--- src/serial_ctrl_pkg.sv ---
/*
 * Shared constants for the serial control-register controller: software register map,
 * status bits, opcodes, packet shape and serial clock timing.
 * Assumes a 125 MHz system clock and one controller driving every device on the chain.
 */
package serial_ctrl_pkg;

    // ======================================================================
    // software register map (byte offsets, 32-bit words)
    localparam logic [7:0] OFF_REQ_FIELDS = 8'h00; // opcode, broadcast, device number
    localparam logic [7:0] OFF_REG_ADDR = 8'h04;   // register address
    localparam logic [7:0] OFF_WR_DATA = 8'h08;    // data for a register write
    localparam logic [7:0] OFF_LAUNCH = 8'h0C;     // write-only start strobes
    localparam logic [7:0] OFF_STATUS = 8'h10;     // state flags, refused is write-one-clear
    localparam logic [7:0] OFF_RD_DATA = 8'h14;    // last data returned by a read
    localparam logic [7:0] OFF_RESET_GAP = 8'h18;  // set-to-clear gap in serial periods

    // ======================================================================
    // field positions
    localparam int OP_LSB = 0;
    localparam int BCAST_BIT = 4;
    localparam int DEV_LSB = 8;
    localparam int LAUNCH_CMD_BIT = 0;
    localparam int LAUNCH_PRST_BIT = 1;
    localparam int ST_BUSY_BIT = 0;
    localparam int ST_PORT_DONE_BIT = 1;
    localparam int ST_T77_DONE_BIT = 2;
    localparam int ST_RST_PEND_BIT = 3;
    localparam int ST_REFUSED_BIT = 4;

    // ======================================================================
    // opcodes of the request packet
    localparam logic [3:0] OP_READ = 4'h0;
    localparam logic [3:0] OP_WRITE = 4'h1;
    localparam logic [3:0] OP_SET_RESET = 4'h2;
    localparam logic [3:0] OP_FAST_CLOCK = 4'h4;
    localparam logic [3:0] OP_CLEAR_RESET = 4'hB;
    localparam logic [3:0] OP_NOP = 4'hF;

    // ======================================================================
    // device register used by the post-reset sequence (address is a plain default)
    localparam logic [11:0] TEST_77_REGISTER_ADDR = 12'h000;

    // ======================================================================
    // packet shape and timing, counts in serial clock periods unless noted
    localparam logic [3:0] LAST_CYC = 4'hF;        // 16 serial cycles per packet
    localparam logic [3:0] FRAME_HI_CYC = 4'h2;    // 11110000 over both edges = 2 high cycles
    localparam int CLK_PERIOD_NS = 8;
    localparam int SCK_PERIOD_NS = 128;
    localparam logic [7:0] SCK_HALF_CLKS = 8'((SCK_PERIOD_NS / CLK_PERIOD_NS) / 2);
    localparam logic [4:0] PRST_SCK = 5'h10;       // length of the port reset frame
    localparam logic [15:0] SET_GAP_MIN_SCK = 16'h0010;
    localparam logic [15:0] POST_CMD_SCK = 16'h0004;
    localparam logic [15:0] RESET_GAP_RST = 16'h0010;

endpackage : serial_ctrl_pkg

--- src/sck_if.sv ---
/*
 * Carrier between the controller core and its serial clock generator.
 * Assumes both ends share clk; rise is a one-cycle pulse.
 */
`timescale 1ns/1ns
interface sck_if;
    logic run;
    logic sck;
    logic rise;
    modport gen (input run, output sck, output rise);
    modport user (output run, input sck, input rise);
endinterface : sck_if

--- src/sck_gen.sv ---
/*
 * Serial clock divider: produces the serial clock and a pulse at each rising edge.
 * Assumes run is driven on clk; once run drops the current high half is finished first.
 */
`timescale 1ns/1ns
module sck_gen (
    input wire logic clk,
    input wire logic rst_n,
    sck_if.gen link
);
    import serial_ctrl_pkg::*;

    logic [7:0] half_cnt;

    // ======================================================================
    // divider
    wire active = link.run || link.sck;  // never cut a high half short
    wire half_end = active && (half_cnt == SCK_HALF_CLKS - 8'h01);

    // half-period counter and clock level
    always_ff @(posedge clk or negedge rst_n) begin
        if (!rst_n) begin
            half_cnt <= 8'h00;
            link.sck <= 1'b0;
            link.rise <= 1'b0;
        end else begin
            half_cnt <= (!active || half_end) ? 8'h00 : half_cnt + 8'h01;
            link.sck <= half_end ? !link.sck : (active && link.sck);
            link.rise <= half_end && !link.sck && link.run;
        end
    end

endmodule : sck_gen

--- src/serial_ctrl_reg_port.sv ---
/*
 * Controller for the serial control-register port of a chain of memory devices:
 * frames request, address, data and interval packets and takes back read data.
 * Assumes the devices share sck and cmd, the first device's chain pin meets chain_*,
 * and software reaches the controller over a simple strobe port.
 */
// Implementation choices: the address map and the address-and-strobe port.
//
// Function
// - reserved request and address packet bits are always sent as zero
// - set-reset is followed by at least 16 serial periods before clear-reset
// - fast-clock command is followed by at least 4 idle serial periods
// - clear-reset command is followed by at least 4 idle serial periods
// - reserved opcodes are never sent; launching one is refused
// - data packet is sixteen bits, most significant first, both directions
// - set-reset and clear-reset go as a pair, nothing between except a port reset, which drops the pending clear-reset
// - gap between the pair is the larger of 16 and the programmed gap
// - port reset precedes every register transaction
// - serial clock stays low until port reset is performed
// - test register 77 is written with zeros before any other register access
// - software writes the channel clock cycle time in 64 ps units
// - software gives serial identities 0 to 31 by chain distance, nearest 0
// - software gives channel identities 0 to 31, independent of serial ones
// - request packet is framed by 11110000 on cmd, sampled on both edges
// - bits change at the rise for the falling sample; read data sampled at the rise
// - write: request, address, data, interval; read: request, address, interval, data
// - reset and fast-clock commands are one request packet with the same framing
`timescale 1ns/1ns
module serial_ctrl_reg_port (
    input wire logic clk,
    input wire logic rst_n,
    input wire logic [7:0] addr,
    input wire logic [31:0] wdata,
    input wire logic wr,
    input wire logic rd,
    output logic [31:0] rdata,
    output logic sck,
    output logic cmd,
    input wire logic chain_in,
    output logic chain_out,
    output logic chain_oe
);
    import serial_ctrl_pkg::*;

    typedef enum logic [3:0] {
        ST_IDLE, ST_PRST, ST_REQ, ST_ADR, ST_DAT, ST_INT, ST_RDAT, ST_TAIL, ST_WAIT
    } state_t;

    state_t state;
    state_t next_state;
    logic [3:0] cyc;
    logic [15:0] wait_cnt;
    logic [15:0] next_wait;
    logic [3:0] opcode_field;
    logic broadcast_bit;
    logic [5:0] device_number;
    logic [11:0] register_address;
    logic [15:0] data_bits;
    logic [15:0] reset_gap;
    logic [15:0] read_back;
    logic [15:0] rd_shift;
    logic [15:0] req_word;
    logic [15:0] adr_word;
    logic [15:0] dat_word;
    logic [3:0] run_op;
    logic port_done;
    logic test_77_register_done;
    logic reset_pending;
    logic refused;
    logic chain_s1;
    logic chain_s2;

    sck_if link ();

    sck_gen u_sck_gen (
        .clk(clk),
        .rst_n(rst_n),
        .link(link)
    );

    // ======================================================================
    // helpers
    function automatic logic is_reserved_op(input logic [3:0] op);
        is_reserved_op = !(op == OP_READ || op == OP_WRITE || op == OP_SET_RESET ||
                           op == OP_FAST_CLOCK || op == OP_CLEAR_RESET || op == OP_NOP);
    endfunction : is_reserved_op

    function automatic logic is_reg_op(input logic [3:0] op);
        is_reg_op = (op == OP_READ) || (op == OP_WRITE);
    endfunction : is_reg_op

    // serial gap after a single-packet command, at least one period so the last fall completes
    function automatic logic [15:0] post_gap(input logic [3:0] op, input logic [15:0] gap);
        if (op == OP_SET_RESET) begin
            post_gap = (gap > SET_GAP_MIN_SCK) ? gap : SET_GAP_MIN_SCK;
        end else if (op == OP_FAST_CLOCK || op == OP_CLEAR_RESET) begin
            post_gap = POST_CMD_SCK;
        end else begin
            post_gap = 16'h0001;
        end
    endfunction : post_gap

    // ======================================================================
    // chain pin synchroniser
    always_ff @(posedge clk or negedge rst_n) begin
        if (!rst_n) begin
            chain_s1 <= 1'b0;
            chain_s2 <= 1'b0;
        end else begin
            chain_s1 <= chain_in;
            chain_s2 <= chain_s1;
        end
    end

    // ======================================================================
    // software port decode
    wire idle = (state == ST_IDLE);
    wire wr_launch = wr && (addr == OFF_LAUNCH);
    wire go_prst = wr_launch && wdata[LAUNCH_PRST_BIT];
    wire go_cmd = wr_launch && wdata[LAUNCH_CMD_BIT] && !wdata[LAUNCH_PRST_BIT];
    wire t77_write = (opcode_field == OP_WRITE) && (register_address == TEST_77_REGISTER_ADDR) &&
                     (data_bits == 16'h0000);
    wire t77_block = is_reg_op(opcode_field) && !test_77_register_done && !t77_write;
    wire pair_block = reset_pending ? (opcode_field != OP_CLEAR_RESET)
                                    : (opcode_field == OP_CLEAR_RESET);
    wire cmd_bad = !idle || is_reserved_op(opcode_field) || !port_done ||
                   t77_block || pair_block;
    wire accept_cmd = go_cmd && !cmd_bad;
    wire accept_prst = go_prst && idle;
    wire refuse_now = (go_cmd && cmd_bad) || (go_prst && !idle);
    wire clr_refused = wr && (addr == OFF_STATUS) && wdata[ST_REFUSED_BIT];
    wire [31:0] status_word = {27'h0000000, refused, reset_pending, test_77_register_done, port_done,
                               !idle};

    // field registers, the reset gap and the refused flag (a new refusal beats its clear)
    always_ff @(posedge clk or negedge rst_n) begin
        if (!rst_n) begin
            opcode_field <= OP_NOP;
            broadcast_bit <= 1'b0;
            device_number <= 6'h00;
            register_address <= 12'h000;
            data_bits <= 16'h0000;
            reset_gap <= RESET_GAP_RST;
            refused <= 1'b0;
        end else begin
            if (wr && addr == OFF_REQ_FIELDS) begin
                opcode_field <= wdata[OP_LSB +: 4];
                broadcast_bit <= wdata[BCAST_BIT];
                device_number <= wdata[DEV_LSB +: 6];
            end
            if (wr && addr == OFF_REG_ADDR) begin
                register_address <= wdata[11:0];
            end
            if (wr && addr == OFF_WR_DATA) begin
                data_bits <= wdata[15:0];
            end
            if (wr && addr == OFF_RESET_GAP) begin
                reset_gap <= wdata[15:0];
            end
            refused <= refuse_now || (refused && !clr_refused);
        end
    end

    // read data stands only in the cycle after the read strobe
    wire [31:0] rd_mux = (addr == OFF_REQ_FIELDS) ? {18'h00000, device_number, 3'h0,
                                                     broadcast_bit, opcode_field} :
                         (addr == OFF_REG_ADDR) ? {20'h00000, register_address} :
                         (addr == OFF_WR_DATA) ? {16'h0000, data_bits} :
                         (addr == OFF_STATUS) ? status_word :
                         (addr == OFF_RD_DATA) ? {16'h0000, read_back} :
                         (addr == OFF_RESET_GAP) ? {16'h0000, reset_gap} : 32'h00000000;

    always_ff @(posedge clk or negedge rst_n) begin
        if (!rst_n) begin
            rdata <= 32'h00000000;
        end else begin
            rdata <= rd ? rd_mux : 32'h00000000;
        end
    end

    // ======================================================================
    // packet words latched at launch
    always_ff @(posedge clk or negedge rst_n) begin
        if (!rst_n) begin
            req_word <= 16'h0000;
            adr_word <= 16'h0000;
            dat_word <= 16'h0000;
            run_op <= OP_NOP;
        end else if (accept_cmd) begin
            req_word <= {5'h00, device_number[5], opcode_field, broadcast_bit,
                         device_number[4:0]};
            adr_word <= {4'h0, register_address};
            dat_word <= data_bits;
            run_op <= opcode_field;
        end
    end

    // ======================================================================
    // sequencer: one step per serial rise
    wire last = (cyc == LAST_CYC);
    wire prst_last = ({1'b0, cyc} == PRST_SCK - 5'h01);
    wire [15:0] single_gap = post_gap(run_op, reset_gap);

    always_comb begin
        next_state = state;
        next_wait = wait_cnt;
        case (state)
            ST_IDLE: begin
                if (accept_prst) begin
                    next_state = ST_PRST;
                end else if (accept_cmd) begin
                    next_state = ST_REQ;
                end
            end
            ST_PRST: begin
                if (prst_last) begin
                    next_state = ST_IDLE;
                end
            end
            ST_REQ: begin
                if (last && is_reg_op(run_op)) begin
                    next_state = ST_ADR;
                end else if (last) begin
                    next_state = ST_WAIT;
                    next_wait = single_gap;
                end
            end
            ST_ADR: begin
                if (last) begin
                    next_state = (run_op == OP_WRITE) ? ST_DAT : ST_INT;
                end
            end
            ST_DAT: begin
                if (last) begin
                    next_state = ST_INT;
                end
            end
            ST_INT: begin
                if (last) begin
                    next_state = (run_op == OP_READ) ? ST_RDAT : ST_IDLE;
                end
            end
            ST_RDAT: begin
                if (last) begin
                    next_state = ST_TAIL;
                end
            end
            ST_TAIL: begin
                next_state = ST_IDLE;
            end
            ST_WAIT: begin
                if (wait_cnt <= 16'h0001) begin
                    next_state = ST_IDLE;
                end else begin
                    next_wait = wait_cnt - 16'h0001;
                end
            end
            default: begin
                next_state = ST_IDLE;
            end
        endcase
    end

    // launches move on clk, packet steps only on a serial rise
    wire step = idle || link.rise;
    assign link.run = !idle;

    always_ff @(posedge clk or negedge rst_n) begin
        if (!rst_n) begin
            state <= ST_IDLE;
            cyc <= 4'h0;
            wait_cnt <= 16'h0000;
        end else if (step) begin
            state <= next_state;
            wait_cnt <= next_wait;
            cyc <= (idle || next_state != state) ? 4'h0 : cyc + 4'h1;
        end
    end

    // ======================================================================
    // pin drive, updated at each rise so bits are steady at the falling sample
    wire [15:0] cur_word = (state == ST_REQ) ? req_word :
                           (state == ST_ADR) ? adr_word :
                           (state == ST_DAT) ? dat_word : 16'h0000;
    wire cur_bit = cur_word[LAST_CYC - cyc];
    wire drive = (state == ST_PRST) || (state == ST_REQ) || (state == ST_ADR) ||
                 (state == ST_DAT) || (state == ST_INT);
    wire frame = ((state == ST_REQ) && (cyc < FRAME_HI_CYC)) || (state == ST_PRST);

    always_ff @(posedge clk or negedge rst_n) begin
        if (!rst_n) begin
            cmd <= 1'b0;
            chain_out <= 1'b0;
            chain_oe <= 1'b0;
        end else if (link.rise) begin
            cmd <= frame;
            chain_out <= drive && cur_bit;
            chain_oe <= drive;
        end else if (idle) begin
            cmd <= 1'b0;
            chain_out <= 1'b0;
            chain_oe <= 1'b0;
        end
    end

    assign sck = link.sck;

    // ======================================================================
    // read data: bit n is driven at a fall and taken at the following rise
    wire take = link.rise && (((state == ST_RDAT) && (cyc != 4'h0)) || (state == ST_TAIL));

    always_ff @(posedge clk or negedge rst_n) begin
        if (!rst_n) begin
            rd_shift <= 16'h0000;
            read_back <= 16'h0000;
        end else if (take) begin
            rd_shift <= {rd_shift[14:0], chain_s2};
            if (state == ST_TAIL) begin
                read_back <= {rd_shift[14:0], chain_s2};
            end
        end
    end

    // ======================================================================
    // sequencing flags: port reset, test register, set/clear pairing
    wire prst_end = link.rise && (state == ST_PRST) && prst_last;

    always_ff @(posedge clk or negedge rst_n) begin
        if (!rst_n) begin
            port_done <= 1'b0;
            test_77_register_done <= 1'b0;
            reset_pending <= 1'b0;
        end else if (prst_end) begin
            port_done <= 1'b1;
            test_77_register_done <= 1'b0;
            reset_pending <= 1'b0;
        end else if (accept_cmd) begin
            test_77_register_done <= test_77_register_done || t77_write;
            reset_pending <= (opcode_field == OP_SET_RESET);
        end
    end

endmodule : serial_ctrl_reg_port

--- config.mk ---
export PLATFORM = sky130hd
export DESIGN_NAME = serial_ctrl_reg_port
export DESIGN_NICKNAME = d
export VERILOG_FILES = /design/src/serial_ctrl_pkg.sv /design/src/sck_if.sv /design/src/sck_gen.sv /design/src/serial_ctrl_reg_port.sv
export SDC_FILE = /design/constraint.sdc
export NUM_CORES = 1
export LEC_CHECK = 0
export ABC_CLOCK_PERIOD_IN_PS = 5140
export BUFFER_PORTS_ARGS = -buffer_cell sky130_fd_sc_hd__buf_2
export CAP_MARGIN = 25
export CORE_MARGIN = 2
export CORE_UTILIZATION = 45
export DETAILED_ROUTE_END_ITERATION = 16
export PLACE_DENSITY_LB_ADDON = 0.12
export SYNTH_ARGS = -nofsm -noshare
export SYNTH_HDL_FRONTEND = slang
export SYNTH_SLANG_ARGS = --single-unit
--- constraint.sdc ---
create_clock -name clk -period 5.14 [get_ports clk]
set_clock_uncertainty 0.2 [all_clocks]
set_input_delay 1.285 -clock clk [delete_from_list [all_inputs] [get_ports clk]]
set_output_delay 1.285 -clock clk [all_outputs]
set_load 0.05 [all_outputs]
==> impl_metrics.ini, run 1 <==
[yosys]
syn_avg_cell_area_um2 = 11.2
ys_ff_latch = 188
yosys_most_used_dff = dfrtp_1
yosysWarnings = 0
synthDistinctLibCells = 74
synth.top_cell.area_share = 0.492
netlist_top_cells_area = dfrtp_1 49%, mux2_2 14%, dfstp_2 2.6%, o21ai_0 2.6%, nor2_1 2.4%
synth_top_area_cell = dfrtp_1
synthCells = 816
synth_area_mm2 = 0.00910
synthArstFlopShare = 1.00
ys_seq_area_frac = 0.518
synth-edff-count = 0

[timing]
fin_worst_hold_slack_ns = 0.168
setup_violations = 0
fmax_mhz = 283
rsz0062_at_grt = no
fin_crit_ns = 3.53
hold_viol = 0
max_slew.worst_pin.slew_ns = 0.952
max_slew_margin = 0.363
fin_setup_tns_ns = 0
fin_crit_sh = 0.687
drv_slew = 0

[drt]
vias = 6703
drt_iter0_drc = 496
wirelength_um = 24000
routedWlPerCell_um = 21.2
firstDrtPassIters = 7
ant_nets = 0
drt-vias-per-instance = 5.93
drc = 0

[critical_path]
crit_chain = buf_2 -> nor4_2 -> nand2_1 -> nor2_1 -> nand2_1 -> mux2_2
cp-endpoint = register_address[10]$_DFFE_PN0P_
arrival_ns = 3.64
r2r_slack_ns = 1.89
end_kind = register
criticalPathCategory = in -> reg
critPathMaxFanout = 14
crit_path_start_kind = input port
r2r_start = state[2]$_DFFE_PN0P_
crit_required_ns = 5.25
critPathLaunch = addr[4]
reg2reg_depth = 6
slowest_stage = nand2_1
cp_common_cell = nand2_1
max_stage_delay_ns = 0.61
rr_endpoint = cyc[2]$_DFFE_PN0P_

[grt]
grt_overflow = 0
grt_pass1_vias = 6612
grt_max_degree = 123
grt_pass1_wl_um = 38300
track_usage = 0.230
antenna_found_initial = 0

[clock_tree]
post_cts_buffers = 0
cts-htree-levels = 4
clk_latency_ns = 0.43
cts_sinks = 188
cts_max_path_buffers = 2
postCtsHoldBufs = 0
cts_buffers = 17
cts_tree = done
cts-resized-gates = 0
clockRootBuffer = clkbuf_16
cts.reportedPaths.clkPinSlew_ns = 0.07

[die]
rows = 52
fp.coreArea_mm2 = 0.0200
die_h_um = 146
die_area_mm2 = 0.0214
die_x_um = 146
start_util = 0.454
ios = 81

[layout]
fin_util = 0.509
nFillCells = 1865
regArea_mm2 = 0.00472
multiInputGateArea_mm2 = 0.00408
drive_above_1_share = 0.275
nets = 898
antenna_cells = 0
syn_to_final_growth_pct = 12.0

[pwr]
vdd_drop_max_mv = 0.181
power.total_w = 0.00308
leakagePower_nw = 4.74
p_per_area_mw_per_mm2 = 303

[worst_hold_path]
whs_path_depth = 0
min_from = chain_s1$_DFF_PN0_
hp-class = reg -> reg

[placed_design]
numPortBuffers = 48
post-dp-hpwl_um = 17100
place_congestion = 0.850

[flow_run]
drv_cap = 0

[outcome]
run_status = finished clean
## through the flow
| step | instance area [um2] | std cells | setup WS (ns) |
|---|---|---|---|
| floorplan | 9160 | 831 | 1.98 |
| global placement | 9520 | 1098 | 1.27 |
| CTS | 10200 | 1130 | 1.70 |
| finish | 10200 | 1131 | 1.61 |
| detailed placement | 9520 | 1098 | 1.24 |
| global route | 10200 | 1131 | 1.50 |
## power breakdown
group	leakage [nW]	switching [W]	internal, W
sequential	2.54	0.0000346	0.00150
clock	0.312	0.000650	0.000754
combinational	1.89	0.000102	0.0000418
total	4.74	0.000786	0.00230
## area by class of cell
| type | count | share of cell area |
|---|---|---|
| Clock buffer | 17 | 0.0417 |
| Clock inverter | 15 | 0.0215 |
| Inverter | 20 | 0.00736 |
| Multi-Input combinational cell | 563 | 0.400 |
| Sequential cell | 188 | 0.463 |
| Tap cell | 270 | 0.0331 |
| Timing Repair Buffer | 58 | 0.0338 |
## state kept, by name, summed over array words and instances, names as in the netlist, 8 cells and up
signal              cells
rd_shift               15
req_word               11
rdata                  16
adr_word               12
wait_cnt               16
data_bits              16
dat_word               16
reset_gap              16
register_address       12
read_back              16
u_sck_gen.half_cnt      8
## synth_stat cells, drive strengths merged, types with 4 or more instances
cell,number
a31oi,4
nand2b,9
or3,5
buf,31
o211ai,4
a211oi,8
o22ai,4
a22oi,9
clkbuf,29
nor2,59
nand2,58
nand3,16
a221oi,7
nor4,21
mux2,119
o2111ai,4
a21boi,5
o21ai,49
a222oi,7
and3,8
dfrtp,179
a32oi,6
nand4,8
nor4b,6
a21oi,37
inv,20
ha,5
dfstp,9
xor2,4
nor3,24
o221ai,8
mux2i,4
## metal layers
| layer | global-route usage | vias up | part of all wire |
|---|---|---|---|
| li1 | - | 3063 | - |
| met1 | 0.327 | 3445 | 0.46 |
| met2 | 0.374 | 172 | 0.48 |
| met3 | 0.0356 | 23 | 0.042 |
| met4 | 0.0515 | 0 | 0.013 |
| met5 | 0 | - | 0 |
## cells by family (layout without fill, tap and decap cells)
logic type | after synthesis | count (layout) | synth area share
other | 1 | 16 | 0.000412
AO/OA/AOI/OAI | 179 | 179 | 0.135
XOR/XNOR | 7 | 7 | 0.00674
flip-flops | 188 | 188 | 0.518
AND/OR/NAND/NOR | 229 | 229 | 0.131
buffers and inverters | 80 | 110 | 0.0414
adder cells (fa/ha/maj) | 6 | 6 | 0.00797
multiplexers | 126 | 126 | 0.159
## critical path, delay by kind of cell
| kind | cells | cell delay [ns] |
|---|---|---|
| buffers and inverters | 1 | 0.11 |
| muxes | 1 | 0.46 |
| and+or+nand+nor | 4 | 1.78 |
## layout by cell type, fill, tap and decap left out, types with 8 or more instances in the layout
| master | netlist | routed |
|---|---|---|
| buf_4 | 16 | 9 |
| o221ai_1 | 8 | 8 |
| inv_1 | 19 | 19 |
| dfrtp_1 | 179 | 179 |
| nor2_1 | 59 | 59 |
| o21ai_0 | 47 | 47 |
| buf_2 | 13 | 47 |
| dfstp_2 | 9 | 9 |
| nor4_1 | 16 | 16 |
| conb_1 | 1 | 16 |
| nand2_1 | 56 | 56 |
| nor3_1 | 24 | 24 |
| nand2b_1 | 9 | 9 |
| nand4_1 | 8 | 8 |
| mux2_2 | 117 | 117 |
| a22oi_1 | 9 | 9 |
| clkbuf_16 | 0 | 17 |
| nand3_1 | 16 | 16 |
| a21oi_1 | 37 | 37 |
| and3_1 | 8 | 8 |
## worst min-delay path by stage
stage | endpoint | slack (ns)
floorplan | chain_s2$_DFF_PN0_ | 0.13
global placement | chain_s2$_DFF_PN0_ | 0.14
detailed placement | chain_s2$_DFF_PN0_ | 0.14
CTS | chain_s2$_DFF_PN0_ | 0.17
global route | chain_s2$_DFF_PN0_ | 0.18
finish | chain_s2$_DFF_PN0_ | 0.17
No activity file was read; power rests on OpenSTA's default activity.
==> inputs of run 2 (changes only) <==
--- a/config.mk
+++ b/config.mk
@@ -5,7 +5,7 @@
 export SDC_FILE = /design/constraint.sdc
 export NUM_CORES = 1
 export LEC_CHECK = 0
-export ABC_CLOCK_PERIOD_IN_PS = 5140
+export ABC_CLOCK_PERIOD_IN_PS = 3450
 export BUFFER_PORTS_ARGS = -buffer_cell sky130_fd_sc_hd__buf_2
 export CAP_MARGIN = 25
 export CORE_MARGIN = 2
==> constraint.sdc (replaced) <==
create_clock -name clk -period 3.45 [get_ports clk]
set_clock_uncertainty 0.2 [all_clocks]
set_input_delay 0.8625 -clock clk [delete_from_list [all_inputs] [get_ports clk]]
set_output_delay 0.8625 -clock clk [all_outputs]
set_load 0.05 [all_outputs]
==> impl_metrics.ini, run 2 (synthesis gave the netlist of run 1 again) <==
[outcome]
run_status = finished clean

[timing]
fin_crit_sh = 0.804
fin_crit_ns = 2.78
hold_viol = 0
setup_violations = 0
max_slew_margin = 0.417
drv_slew = 0
fin_setup_tns_ns = 0
fmax_mhz = 360
max_slew.worst_pin.slew_ns = 0.872
rsz0062_at_grt = no

[critical_path]
crit_required_ns = 3.54
crit_chain = nor4_4 -> nor2_1 -> a21o_1 -> a221o_1 -> o21ai_0
r2r_start = state[0]$_DFFE_PN0P_
arrival_ns = 2.87
critPathMaxFanout = 29
reg2reg_depth = 5
r2r_slack_ns = 0.67
end_kind = register
slowest_stage = nor2_1
criticalPathCategory = reg -> reg
rr_endpoint = wait_cnt[0]$_DFFE_PN0P_
crit_path_start_kind = register
max_stage_delay_ns = 0.69

[worst_hold_path]
whs_path_depth = 0
min_from = chain_s1$_DFF_PN0_
worstHoldEndpoint = chain_s2$_DFF_PN0_
hp-class = reg -> reg

[clock_tree]
cts_sinks = 188
cts_tree = done
cts-resized-gates = 0
cts-htree-levels = 4
clockRootBuffer = clkbuf_16
postCtsHoldBufs = 0
post_cts_buffers = 0
clk_latency_ns = 0.43
cts_buffers = 17
cts_max_path_buffers = 2
cts.reportedPaths.clkPinSlew_ns = 0.07

[pwr]
comb_power_share = 0.048
cellInternalPower_w = 0.00334
p_sw_w = 0.00116
p_per_area_mw_per_mm2 = 439
leakagePower_nw = 4.80
vdd_drop_max_mv = 0.291
sw_frac_of_total = 0.257
seq_power_share = 0.508
pwr-share-clk = 0.444

[die]
rows = 52
die_x_um = 146
die_h_um = 146
die_area_mm2 = 0.0214
fp.coreArea_mm2 = 0.0200
start_util = 0.454
ios = 81

[layout]
nFillCells = 1862
final_cells = 1145
regArea_mm2 = 0.00472
antenna_cells = 0
layout_commonest_cell = dfrtp_1
fin_util = 0.512
syn_to_final_growth_pct = 12.7
multiInputGateArea_mm2 = 0.00408
nets = 912
drive_above_1_share = 0.286
final_cell_mix = 179 x dfrtp_1, 117 x mux2_2, 59 x nor2_1, 56 x nand2_1

[grt]
track_usage = 0.232
grt_pass1_wl_um = 38600
grt_overflow = 0
grt_max_degree = 79
antenna_found_initial = 0
grt_pass1_vias = 6775

[drt]
drt_iter0_drc = 465
drt-vias-per-instance = 5.91
routedWlPerCell_um = 21.1
firstDrtPassIters = 5
wirelength_um = 24200
drc = 0
ant_nets = 0
vias = 6766

[placed_design]
place_congestion = 0.897
numPortBuffers = 48
dp_cells = 1113
post-dp-hpwl_um = 17600

[flow_run]
drv_cap = 0
run 2: cell count changes in the layout (fill, tap and decap cells not counted), sizes merged:
cell	delta
inv	+1
buf	+14
clkinv	-1
clkbuf	+1
bufinv	-1
run 2: worst max path at each step:
stage,start,to,slack (ns),depth (start not counted)
5_1_grt,wait_cnt[9]$_DFFE_PN0P_,wait_cnt[9]$_DFFE_PN0P_,0.43,6
3_3_place_gp,addr[4],rdata[11]$_DFF_PN0_,0.39,6
2_1_floorplan,addr[4],data_bits[10]$_DFFE_PN0P_,0.71,5
3_5_place_dp,addr[4],rdata[11]$_DFF_PN0_,0.38,6
4_1_cts,state[0]$_DFFE_PN0P_,wait_cnt[0]$_DFFE_PN0P_,0.68,5
6_report,state[0]$_DFFE_PN0P_,wait_cnt[0]$_DFFE_PN0P_,0.67,5
run 2: layout make-up:
type,instances,area share
sequential,188,0.460
timing repair buffer,72,0.0443
clock inverter,14,0.0168
clock buffer,18,0.0418
inverter,20,0.00732
tap,270,0.0329
multi-input combinational,563,0.397
run 2: metal layers:
layer	vias to the layer above	wire length [um]	global-route usage
li1	3087	-	-
met1	3447	10900	0.321
met2	201	11800	0.384
met3	31	1070	0.0400
met4	0	441	0.0578
met5	-	0	0
run 2: per-stage QoR:
| step | hold WS (ns) | power [W] | area (um2) | setup WS, ns |
|---|---|---|---|---|
| after floorplan | 0.131 | 0.00243 | 9160 | 0.713 |
| after detailed placement | 0.146 | 0.00255 | 9660 | 0.377 |
| final | 0.164 | 0.00450 | 10300 | 0.675 |
| after global placement | 0.144 | 0.00254 | 9660 | 0.388 |
| after global routing | 0.177 | 0.00466 | 10300 | 0.425 |
| after CTS | 0.169 | 0.00454 | 10300 | 0.680 |
run 2: worst max-delay path: cells and delay by family (launching register included):
kind	cells	cell delay, ns
AOI/OAI and AO/OA	3	0.98
and+or+nand+nor	2	0.81
DFF	1	0.64
run 2: power groups by stage:
stage / logic [W] / clock network, W / registers (W)
after global routing: 0.000238 / 0.00213 / 0.00229
final: 0.000215 / 0.00200 / 0.00229
after detailed placement: 0.000218 / 0 / 0.00233
after floorplan: 0.000128 / 0 / 0.00230
after CTS: 0.000219 / 0.00203 / 0.00229
after global placement: 0.000213 / 0 / 0.00233
